<file path="config.mk">
export PLATFORM = sky130hd
export DESIGN_NAME = ccpm_top
export DESIGN_NICKNAME = d
export VERILOG_FILES = /design/src/inc/ccpm_pkg.sv /design/src/rtl/ccpm_sync.sv /design/src/rtl/ccpm_timer.sv /design/src/rtl/ccpm_top.sv
export SDC_FILE = /design/constraint.sdc
export NUM_CORES = 1
export LEC_CHECK = 0
export ABC_AREA = 1
export BUFFER_PORTS_ARGS = -buffer_cell sky130_fd_sc_hd__buf_2
export CORE_ASPECT_RATIO = 1.25
export CORE_MARGIN = 2
export CORE_UTILIZATION = 52
export DETAILED_ROUTE_END_ITERATION = 12
export GPL_TIMING_DRIVEN = 0
export PLACE_DENSITY = 0.79
export SYNTH_ARGS = -nofsm -noshare
export SYNTH_HDL_FRONTEND = slang
export SYNTH_SLANG_ARGS = --single-unit
</file>
<file path="constraint.sdc">
create_clock -name clk_sys -period 2.44 [get_ports clk_sys]
set_input_delay 0.122 -clock clk_sys [delete_from_list [all_inputs] [get_ports clk_sys]]
set_output_delay 0.122 -clock clk_sys [all_outputs]
set_load 0.02 [all_outputs]
</file>
<file path="src/inc/ccpm_pkg.sv">
// Purpose: shared constants and carriers for the capture/compare pin mux
// Assumes: 100 MHz system clock, synchronous active-high reset
// Notes:   times are in picoseconds so both tick rates are whole numbers
`default_nettype none
package ccpm_pkg;
   localparam int unsigned CLK_PERIOD_PS  = 10000;               // 10 ns clock
   localparam int unsigned TICK_SLOW_PS   = 1000000;             // 1 us per count
   localparam int unsigned TICK_FAST_PS   = 500000;              // 0.5 us per count
   localparam int unsigned TICK_SLOW_CYC  = (TICK_SLOW_PS + CLK_PERIOD_PS - 1) / CLK_PERIOD_PS;
   localparam int unsigned TICK_FAST_CYC  = (TICK_FAST_PS + CLK_PERIOD_PS - 1) / CLK_PERIOD_PS;
   localparam int unsigned TIMER_W        = 16;
   localparam int unsigned PIN_COUNT      = 5;
   localparam logic [1:0]  DI_SEL_SERIAL2 = 2'h1;                // two-wire serial select code
   localparam logic [15:0] TIMER_RESET    = 16'h0000;
   localparam logic [4:0]  PIN_OE_RESET   = 5'h00;               // all pins input after reset
   localparam int unsigned PIN_ONE        = 0;                   // port 2.0, capture 1, serial data
   localparam int unsigned PIN_TWO        = 1;                   // port 2.1, capture 2
   localparam int unsigned PIN_THREE      = 2;                   // port 2.2, compare 1, serial clock
   localparam int unsigned PIN_FOUR       = 3;                   // port 2.3, compare 2
   localparam int unsigned PIN_FIVE       = 4;                   // port 3.2 only

   typedef struct packed {
      logic       capture_one_enable;
      logic       capture_two_enable;
      logic       compare_one_enable;
      logic       compare_two_enable;
   } ccpm_pin_select_t;

   typedef struct packed {
      logic       tick_rate_select;        // 1: 0.5 us per count
      logic [1:0] capture_edge_select;     // per channel, 1: rising edge
      logic       compare_one_match_level;
      logic       compare_two_match_level;
   } ccpm_control_t;

   typedef struct packed {
      logic       out;
      logic       oe;
   } ccpm_drive_t;
endpackage : ccpm_pkg
`default_nettype wire

</file>
<file path="src/rtl/ccpm_sync.sv">
// Purpose: two-flop synchroniser for pin inputs
// Assumes: inputs asynchronous to clk_sys
// Notes:   first stage feeds only the second
`default_nettype none
module ccpm_sync #(
   parameter int unsigned WIDTH = 1
) (
   input  wire logic             clk_sys,   // system clock
   input  wire logic             rst,       // sync reset
   input  wire logic [WIDTH-1:0] async_in,  // raw pin levels
   output logic      [WIDTH-1:0] sync_out   // synchronised levels
);
   logic [WIDTH-1:0] meta_q;
   logic [WIDTH-1:0] sync_q;

   // two-stage resync
   always_ff @(posedge clk_sys) begin
      if (rst) begin
         meta_q <= '0;
         sync_q <= '0;
      end else begin
         meta_q <= async_in;
         sync_q <= meta_q;
      end
   end

   assign sync_out = sync_q;
endmodule : ccpm_sync
`default_nettype wire

</file>
<file path="src/rtl/ccpm_timer.sv">
// Purpose: free-running 16-bit time base with selectable tick
// Assumes: tick prescaler counts system clocks
// Notes:   wraps from maximum to zero
`default_nettype none
module ccpm_timer (
   input  wire logic        clk_sys,           // system clock
   input  wire logic        rst,               // sync reset
   input  wire logic        tick_rate_select,  // 1: half-microsecond counts
   output logic      [15:0] timer_value,       // current count
   output logic             timer_tick         // pulse on each count advance
);
   localparam logic [7:0] SLOW_LAST = 8'(ccpm_pkg::TICK_SLOW_CYC - 1);
   localparam logic [7:0] FAST_LAST = 8'(ccpm_pkg::TICK_FAST_CYC - 1);

   logic [7:0]  pre_q;
   logic [15:0] count_q;
   logic [7:0]  pre_last;

   assign pre_last   = tick_rate_select ? FAST_LAST : SLOW_LAST;
   assign timer_tick = (pre_q >= pre_last);

   // prescaler
   always_ff @(posedge clk_sys) begin
      if (rst) begin
         pre_q <= 8'h00;
      end else if (timer_tick) begin
         pre_q <= 8'h00;
      end else begin
         pre_q <= pre_q + 8'h01;
      end
   end

   // counter, wraps naturally
   always_ff @(posedge clk_sys) begin
      if (rst) begin
         count_q <= ccpm_pkg::TIMER_RESET;
      end else if (timer_tick) begin
         count_q <= count_q + 16'h0001;
      end
   end

   assign timer_value = count_q;
endmodule : ccpm_timer
`default_nettype wire

</file>
<file path="src/rtl/ccpm_top.sv">
// Purpose: capture/compare unit with five-pin function multiplexer
// Assumes: control bits arrive as plain ports from the processor side
// Notes:   pins use separate in/out/oe signals; oe high means driven
//
// Summary of operation
// - all five pins input after reset
// - general mode wires pins to port bits
// - fixed pin to port and function map
// - configuration changes take effect immediately
// - priority: serial, then capture/compare, then port
// - select 01 forces pins one, three serial
// - pin direction follows selected function
// - strong drive holds output enable on
// - strong drive applies in every function
// - dedicated 16-bit free-running time base
// - tick of 1 or 0.5 microseconds
// - shadow loads timer only on request
// - capture enable turns pin into input
// - per channel rising or falling edge
// - edge copies timer, raises interrupt
// - compare enable turns pin into output
// - level bit sets driven match value
// - every match drives pin, raises interrupt
`default_nettype none
module ccpm_top (
   input  wire logic                     clk_sys,                 // system clock
   input  wire logic                     rst,                     // sync reset
   // configuration
   input  wire ccpm_pkg::ccpm_pin_select_t capcmp_pin_select_reg, // function enables
   input  wire ccpm_pkg::ccpm_control_t  capcmp_control_reg,      // rate, edges, levels
   input  wire logic [1:0]               digital_interface_select,// serial interface select
   input  wire logic [4:0]               strong_drive_bit,        // per-pin strong drive
   input  wire logic                     timer_latch_set,         // pulse: request shadow load
   output logic                          timer_latch_request,     // pending request flag
   output logic      [7:0]               timer_shadow_high,       // shadow high byte
   output logic      [7:0]               timer_shadow_low,        // shadow low byte
   input  wire logic [15:0]              compare_one_value,       // compare channel 1 value
   input  wire logic [15:0]              compare_two_value,       // compare channel 2 value
   output logic      [15:0]              capture_one_value,       // capture channel 1 register
   output logic      [15:0]              capture_two_value,       // capture channel 2 register
   output logic                          capture_one_irq,         // pulse on capture 1
   output logic                          capture_two_irq,         // pulse on capture 2
   output logic                          compare_one_irq,         // pulse on match 1
   output logic                          compare_two_irq,         // pulse on match 2
   // processor port side
   input  wire logic [4:0]               port_out,                // port bit values
   input  wire logic [4:0]               port_oe,                 // port bit directions
   output logic      [4:0]               port_in,                 // synced pin levels to port
   // serial interface side
   input  wire logic                     serial_data_out,         // data line drive value
   input  wire logic                     serial_data_oe,          // data line drive enable
   input  wire logic                     serial_clock_out,        // clock line drive value
   input  wire logic                     serial_clock_oe,         // clock line drive enable
   output logic                          serial_data_in,          // synced data line
   output logic                          serial_clock_in,         // synced clock line
   // pins
   input  wire logic [4:0]               pin_in,                  // pin levels
   output logic      [4:0]               pin_out,                 // pin drive values
   output logic      [4:0]               pin_oe,                  // pin output enables
   output logic      [1:0]               serial_mode_active       // pins one, three in serial use
);
   logic [15:0] timer_value;
   logic        timer_tick;
   logic [4:0]  pin_sync;
   logic        serial_sel;
   logic [1:0]  cap_active;
   logic [1:0]  cmp_active;
   logic [1:0]  cap_level;
   logic [1:0]  cap_prev_q;
   logic [1:0]  fill_q;
   logic [1:0]  cap_edge;
   logic [1:0]  cap_irq_q;
   logic [15:0] cap_value_q [2];
   logic [1:0]  cmp_level_q;
   logic [1:0]  cmp_irq_q;
   logic [1:0]  cmp_match;
   logic [1:0]  cmp_match_level;
   logic [15:0] cmp_value [2];
   logic [15:0] shadow_q;
   logic        latch_q;
   ccpm_pkg::ccpm_drive_t drive_d [5];

   // time base
   ccpm_timer u_timer (
      .clk_sys          (clk_sys),
      .rst              (rst),
      .tick_rate_select (capcmp_control_reg.tick_rate_select),
      .timer_value      (timer_value),
      .timer_tick       (timer_tick)
   );

   // pin input resync
   ccpm_sync #(.WIDTH(ccpm_pkg::PIN_COUNT)) u_sync (
      .clk_sys  (clk_sys),
      .rst      (rst),
      .async_in (pin_in),
      .sync_out (pin_sync)
   );

   // function decode, combinational so writes act at once
   assign serial_sel    = (digital_interface_select == ccpm_pkg::DI_SEL_SERIAL2);
   assign cap_active[0] = capcmp_pin_select_reg.capture_one_enable & ~serial_sel;
   assign cap_active[1] = capcmp_pin_select_reg.capture_two_enable;
   assign cmp_active[0] = capcmp_pin_select_reg.compare_one_enable & ~serial_sel;
   assign cmp_active[1] = capcmp_pin_select_reg.compare_two_enable;
   assign serial_mode_active = {serial_sel, serial_sel};

   // capture pin levels
   assign cap_level[0] = pin_sync[ccpm_pkg::PIN_ONE];
   assign cap_level[1] = pin_sync[ccpm_pkg::PIN_TWO];
   assign cmp_value[0] = compare_one_value;
   assign cmp_value[1] = compare_two_value;
   assign cmp_match_level = {capcmp_control_reg.compare_two_match_level,
                             capcmp_control_reg.compare_one_match_level};

   // previous level for edge detection
   always_ff @(posedge clk_sys) begin
      if (rst) begin
         cap_prev_q <= 2'h0;
      end else begin
         cap_prev_q <= cap_level;
      end
   end

   // edge history fill; resync flops clear to 0 while an idle pin may sit high,
   // so edges are ignored until the history holds real pin levels
   always_ff @(posedge clk_sys) begin
      if (rst) begin
         fill_q <= 2'h0;
      end else if (fill_q != 2'h3) begin
         fill_q <= fill_q + 2'h1;
      end
   end

   // per-channel capture and compare
   for (genvar ch = 0; ch < 2; ch++) begin : g_chan
      assign cap_edge[ch] = cap_active[ch] & (fill_q == 2'h3) &
                            (capcmp_control_reg.capture_edge_select[ch] ?
                             (cap_level[ch] & ~cap_prev_q[ch]) :
                             (~cap_level[ch] & cap_prev_q[ch]));
      // match once per timer count, on the tick that enters the value
      assign cmp_match[ch] = cmp_active[ch] & timer_tick &
                             (timer_value + 16'h0001 == cmp_value[ch]);

      // capture register and interrupt
      always_ff @(posedge clk_sys) begin
         if (rst) begin
            cap_value_q[ch] <= ccpm_pkg::TIMER_RESET;
            cap_irq_q[ch]   <= 1'b0;
         end else begin
            cap_irq_q[ch] <= cap_edge[ch];
            if (cap_edge[ch]) begin
               cap_value_q[ch] <= timer_value;
            end
         end
      end

      // compare output level and interrupt
      always_ff @(posedge clk_sys) begin
         if (rst) begin
            cmp_level_q[ch] <= 1'b0;
            cmp_irq_q[ch]   <= 1'b0;
         end else begin
            cmp_irq_q[ch] <= cmp_match[ch];
            if (cmp_match[ch]) begin
               cmp_level_q[ch] <= cmp_match_level[ch];
            end
         end
      end
   end

   assign capture_one_value = cap_value_q[0];
   assign capture_two_value = cap_value_q[1];
   assign capture_one_irq   = cap_irq_q[0];
   assign capture_two_irq   = cap_irq_q[1];
   assign compare_one_irq   = cmp_irq_q[0];
   assign compare_two_irq   = cmp_irq_q[1];

   // latch request flag; a new set wins over the self-clear
   always_ff @(posedge clk_sys) begin
      if (rst) begin
         latch_q <= 1'b0;
      end else if (timer_latch_set) begin
         latch_q <= 1'b1;
      end else if (latch_q) begin
         latch_q <= 1'b0;
      end
   end

   // shadow loads only on request
   always_ff @(posedge clk_sys) begin
      if (rst) begin
         shadow_q <= ccpm_pkg::TIMER_RESET;
      end else if (latch_q) begin
         shadow_q <= timer_value;
      end
   end

   assign timer_latch_request = latch_q;
   assign timer_shadow_high   = shadow_q[15:8];
   assign timer_shadow_low    = shadow_q[7:0];

   // per-pin function selection by priority
   always_comb begin
      for (int p = 0; p < ccpm_pkg::PIN_COUNT; p++) begin
         drive_d[p].out = port_out[p];
         drive_d[p].oe  = port_oe[p];
      end
      if (cap_active[0]) begin
         drive_d[ccpm_pkg::PIN_ONE] = '{out: 1'b0, oe: 1'b0};
      end
      if (cap_active[1]) begin
         drive_d[ccpm_pkg::PIN_TWO] = '{out: 1'b0, oe: 1'b0};
      end
      if (cmp_active[0]) begin
         drive_d[ccpm_pkg::PIN_THREE] = '{out: cmp_level_q[0], oe: 1'b1};
      end
      if (cmp_active[1]) begin
         drive_d[ccpm_pkg::PIN_FOUR] = '{out: cmp_level_q[1], oe: 1'b1};
      end
      if (serial_sel) begin
         drive_d[ccpm_pkg::PIN_ONE]   = '{out: serial_data_out, oe: serial_data_oe};
         drive_d[ccpm_pkg::PIN_THREE] = '{out: serial_clock_out, oe: serial_clock_oe};
      end
   end

   // pin drivers with strong-drive override
   for (genvar p = 0; p < ccpm_pkg::PIN_COUNT; p++) begin : g_pin
      assign pin_out[p] = drive_d[p].out;
      assign pin_oe[p]  = rst ? ccpm_pkg::PIN_OE_RESET[p] :
                          (drive_d[p].oe | strong_drive_bit[p]);
   end

   // synced levels back to port and serial block
   assign port_in         = pin_sync;
   assign serial_data_in  = pin_sync[ccpm_pkg::PIN_ONE];
   assign serial_clock_in = pin_sync[ccpm_pkg::PIN_THREE];
endmodule : ccpm_top
`default_nettype wire

</file>
# After elaboration in Yosys (flattened, before gate mapping)
# Memories as Yosys holds them, arrays and structs flattened.
# Index checks and enable logic that the tools add are counted.
[word_totals]
reg_bits = 61
input_bits = 70
wordCells = 76
ramBits = 32
out_inout_bits = 72
n_memories = 1
[memory_table]
columns = ["memory", "words", "word_bits", "rd", "rd_clocked_by_memory_dff", "write_ports", "line", "rtl"]
rows = [
  ["cap_value_q", 2, 16, 2, 0, 2, "ccpm_top.sv:73", "logic [15:0] cap_value_q [2];"],
]
[op_classes]
magnitude_cmp = 1
n_reduce_logical = 1
n_eq_ne = 5
mux = 25
addsub = 3
bitwise = 26
[op_table]
columns = ["operator", "count"]
rows = [
  ["equality test 16 bit", 2],
  ["2-to-1 mux 16 bit", 2],
  ["adder 16 x 1 -> 16 bit, second input constant", 1],
  ["2-to-1 mux 1 bit", 16],
  ["AND 1 bit", 14],
  ["2-to-1 mux 2 bit", 6],
  ["adder 8 x 1 -> 8 bit, second input constant", 1],
  [">= comparator 8 bit", 1],
  ["2-to-1 mux 7 bit", 1],
  ["bitwise OR 1 bit", 7],
  ["inverter 1 bit", 5],
  ["adder 2 x 1 -> 2 bit, second input constant", 1],
  ["equality test 2 x 1 -> 1 bit, second input constant", 1],
  ["equality test 2 bit, second input constant", 1],
  ["!= test 2 bit, second input constant", 1],
  ["OR reduction 2 bit", 1],
]

# Longest topological paths before layout
[depth]
depth_word = 9
mapped_depth = 15
mapped_depth_nobuf = 14

# By module
# A second synthesis with hierarchy kept.
[unflattened]
hier_cells = 697
hier_area_um2 = 5002.3
[modules_own_cells]
columns = ["mod", "area_each_um2", "cells_per_inst", "seq_area_each_um2", "instances"]
rows = [
  ["ccpm_top", 3475.8, 481, 1501.4, 1],
  ["ccpm_timer", 1239.9, 185, 480.5, 1],
  ["ccpm_sync", 286.5, 31, 200.2, 1],
]

# Least setup slack after synthesis
# OpenSTA, ideal clock, no wires.
[synth_path]
kind = "register -> register"
from = "register u_timer.count_q[1], in the netlist u_timer.timer_value[1]"
to = "register cmp_level_q[1]"
n_path_buf = 0
t_arrival_ps = 1599
period_less_slack_ps = 1714
stages_incl_launch_ff = 15
t_required_ps = 2325
setup_slack_ps = 726
setup_ps = 115
cell_sequence = "dfxtp_1 ha_1 nand2_2 nor2_4 nand2_1 nand2_2 nand2_2 nand2_1 nand2_1 nor2_1 nand3_1 nor2_2 nand3_1 nand2_1 nor2_1"
[synth_between]
elab_chain_cells = 3
[synth_rtl]
columns = ["element", "line", "rtl"]
rows = [
  ["start, declared", "ccpm_timer.sv:16", "logic [15:0] count_q;"],
  ["start signal, assigned", "ccpm_timer.sv:36", "count_q <= ccpm_pkg::TIMER_RESET;"],
  ["start signal, assigned", "ccpm_timer.sv:38", "count_q <= count_q + 16'h0001;"],
  ["adder 16 x 1 -> 16 bit", "ccpm_top.sv:143", "(timer_value + 16'h0001 == cmp_value[ch]);"],
  ["equality test 16 bit", "ccpm_top.sv:143", ""],
  ["AND 1 bit", "ccpm_top.sv:142", "assign cmp_match[ch] = cmp_active[ch] & timer_tick &"],
  ["end signal, assigned by index", "ccpm_top.sv:166", "cmp_level_q[ch] <= cmp_match_level[ch];"],
  ["end, declared", "ccpm_top.sv:74", "logic [1:0] cmp_level_q;"],
]
# Every way passes these cells.
# A chain may end at the register's enable or synchronous reset.

# Worst setup path after layout
[layout_path]
from = "register u_timer.pre_q[6]"
to = "register u_timer.count_q[4], in the netlist u_timer.timer_value[4]"
[layout_between]
elab_chain_cells = 1
[layout_rtl]
columns = ["element", "line", "rtl"]
rows = [
  ["start, declared", "ccpm_timer.sv:15", "logic [7:0] pre_q;"],
  ["start signal, assigned", "ccpm_timer.sv:29", "pre_q <= pre_q + 8'h01;"],
  [">= comparator 8 bit", "ccpm_timer.sv:20", "assign timer_tick = (pre_q >= pre_last);"],
]
# Every way passes these cells.

==> flow_summary.ini <==
[run_status]
status = complete, no violations

[synthesis]
synthesis.nets = 712
synth_async_sr_flop_share_pct = 0
yosysSeqAreaShare_pct = 46.1
synth_top_area_share_pct = 25.8
synth_mux_area_share_pct = 0
yosysMostFrequentCell = nand2_1
yosys.area.top_type = dfxtp_1
synth_edf_count = 32
synthesis.instances = 636
ys_top_cells_by_area = dfxtp_1 26%, edfxtp_1 20%, nand2_1 11%, nor2_1 8.5%, inv_1 6.0%
synthDistinctLibCells = 30
yosys.area_share.adder_pct = 1.59
synthFlopType = dfxtp_1
synth_compound_area_share_pct = 9.49
yosys-top-cells-count = 135 x nand2_1, 107 x nor2_1, 76 x inv_1
syn_area_per_cell_um2 = 7.44
synth_top_family_by_area = simple AND/OR/NAND/NOR gates
synth_xor_area_share_pct = 1.48
syn-cell-area_um2 = 4730
synthSimpleGateAreaFrac_pct = 33.0
ys_seq_elements = 93
ys_warn_count = 0

[power_and_ir_drop]
netSwitchingFraction_pct = 25.0
p_sw_uw = 836
pwr-share-seq_pct = 50.5
p_comb_share_pct = 11.7
clkPwrFrac_pct = 37.8
ir_worst_vdd_v = 0.000323
p_leak_nw = 2.79
p_int_mw = 2.50
power.density_nw_per_um2 = 566

[worst_setup_path]
regToRegSetupSlack_ps = 250
r2r_start = u_timer.pre_q[6]
crit_path_max_fanout = 10
crit_chain = ha_1 > inv_1 > nor2_1 > a21oi_1 > nand2_1 > clkbuf_1 > clkbuf_1 > a31oi_1
r2r_end = u_timer.timer_value[4]
critPathMaxStageDelay_ps = 510
crit_path_frequent_cell = clkbuf_1
critPathTopFamily = buffers and inverters
cp.arrival_ps = 2420
cp.required_ps = 2670
path_class = reg -> reg
start_kind = flop
endpoint_kind = flop
crit_buf_inv = 3
rr_worst_depth = 8
critical_path.slowest_cell = clkbuf_1

[finish]
finish.utilization_pct = 67.4
synthToLayoutAreaGrowth_pct = 24.6
seq_area_um2 = 2180
multi_input_area_um2 = 2160
nFillCells = 817
diodes = 0
nNetsFinal = 870
drive_gt1_share_pct = 23.7

[placement]
hpwlAfterDp_um = 10200
place_congestion = 0.919
pre_cts_slack_ps = 284
portBuffers = 140

[sta]
hold_slack_ps = 79.0
drv_slew = 0
skew_ps = 8.85
fin_crit_ps = 2190
maxSlewHeadroom_pct = 55.4
rsz0062_at_grt = false
max_freq_ghz = 0.457
finalHoldViolCount = 0
finalSetupViolations = 0
worst_slew_pin_slew_ps = 667
finalWorstSetupSlack_ps = 250
setup_tns_ps = 0
min_period_over_period_pct = 89.7

[grt]
grt_pass1_vias = 4692
overflow = 0
grt_max_degree = 17
track_usage_pct = 27.8
antenna_found_initial = 0
grt_pass1_wl_um = 21600

[clock_tree]
cts_tree = done
worstSkewPairLatency_ps = 370
post_cts_buffers = 0
cts_max_level = 3
cts.clk_slew.worst_paths_ps = 90
ctsHoldBuffers = 7
clock_path_buffers = 2
cts-root-buf = clkbuf_8
cts.sinks = 93
ctsResizeCount = 0
cts-buffers-inserted = 9

[floorplan]
ioPinCount = 142
dieArea_um2 = 9880
num_rows = 38
initial_core_util_pct = 54.1
die_w_um = 89.3
coreArea_um2 = 8750
die_h_um = 111

[detailed_routing]
wl_um = 13300
via_count = 4842
drtAntennaViolNets = 0
drc = 0
drt_iter0_drc = 302
drt-wirelength-per-cell_um = 14.5
viasPerCell = 5.27
drt-pass1-iter-count = 5

[job]
cap_violations = 0

[hold_path]
worstHoldStart = capcmp_control_reg[0]
holdPathEnd = cmp_level_q[1]
min-delay-path-class = in -> reg
hold-path-cell-count = 5
## cell families after synthesis
family,Yosys count
compound gates,86
xor+xnor,8
fa+ha+maj,6
buf+inv,98
flops,93
simple gates,345
## area by class of cell
cell class	instances	share of cell area [%]
plain buffers	20	1.68
clock buffers	10	2.16
clock inverters	6	1.97
inverters	78	4.97
multi-input cells	445	36.6
flip-flops and latches	93	37.0
well taps	120	2.55
repair buffers	147	13.1
## how the worst max path moves through the flow
stage	slack, ps	end	cells after the start	startpoint
finish	250	u_timer.timer_value[4]	8	u_timer.pre_q[6]
detailed placement	280	u_timer.timer_value[4]	8	u_timer.pre_q[6]
global route	40	cmp_level_q[1]	10	u_timer.timer_value[1]
floorplan	730	cmp_level_q[1]	14	u_timer.timer_value[1]
global placement	280	cmp_level_q[1]	13	u_timer.pre_q[6]
CTS	280	u_timer.timer_value[4]	8	u_timer.pre_q[6]
## routing by layer
layer  share of wire, %  vias to the layer above  track usage (%)
met2                 52                      196             48.5
met1                 40                     2234             33.5
li1                   -                     2376                -
met3                5.5                       36             4.71
met4                2.8                        0             9.85
met5                  0                        -                0
## worst reg2reg max path, cell delays in order (launching register included)
cell,delay (ps)
dfxtp_1,340
ha_1,270
inv_1,40
nor2_1,120
a21oi_1,90
nand2_1,110
clkbuf_1,430
clkbuf_1,520
a31oi_1,150
## power by group through the flow
| stage | sequential (mW) | combinational [mW] | clock [mW] |
|---|---|---|---|
| floorplan | 1.77 | 0.170 | 0 |
| global placement | 1.72 | 0.368 | 0 |
| detailed placement | 1.72 | 0.380 | 0 |
| global route | 1.69 | 0.436 | 1.33 |
| CTS | 1.68 | 0.392 | 1.26 |
| finish | 1.69 | 0.392 | 1.26 |
## per-stage QoR
step                instance area [µm²]  std cells  power [mW]
finish                             5900        919        3.34
global route                       5900        919        3.46
floorplan                          4730        636        1.94
global placement                   5580        896        2.09
detailed placement                 5580        896        2.10
CTS                                5900        919        3.34
## sequential cells by signal (all words and copies together), names as in the netlist, 2 cells and up
register             count
fill_q                   2
u_sync.meta_q            5
shadow_q                16
cap_value_q             32
u_sync.sync_out          5
u_timer.timer_value     16
cmp_level_q              2
u_timer.pre_q            8
cap_prev_q               2
## placed cells by master, fill, tap and decap left out, drive strengths merged
cell / synthesis / layout
nor3b: 1 / 1
nor4: 1 / 1
dfxtp: 61 / 61
dlygate4sd3: 0 / 7
a31oi: 3 / 3
or2: 2 / 2
bufinv: 0 / 3
o21a: 1 / 1
nand3b: 18 / 18
clkbuf: 13 / 23
nand4: 15 / 15
nor3: 4 / 4
inv: 78 / 81
o21ai: 42 / 42
nand2: 145 / 145
nand3: 43 / 43
a21oi: 38 / 38
nor2: 116 / 116
ha: 6 / 6
xor2: 6 / 6
buf: 7 / 147
o211ai: 2 / 2
xnor2: 2 / 2
edfxtp: 32 / 32
Power figures use the tool's default switching activity.
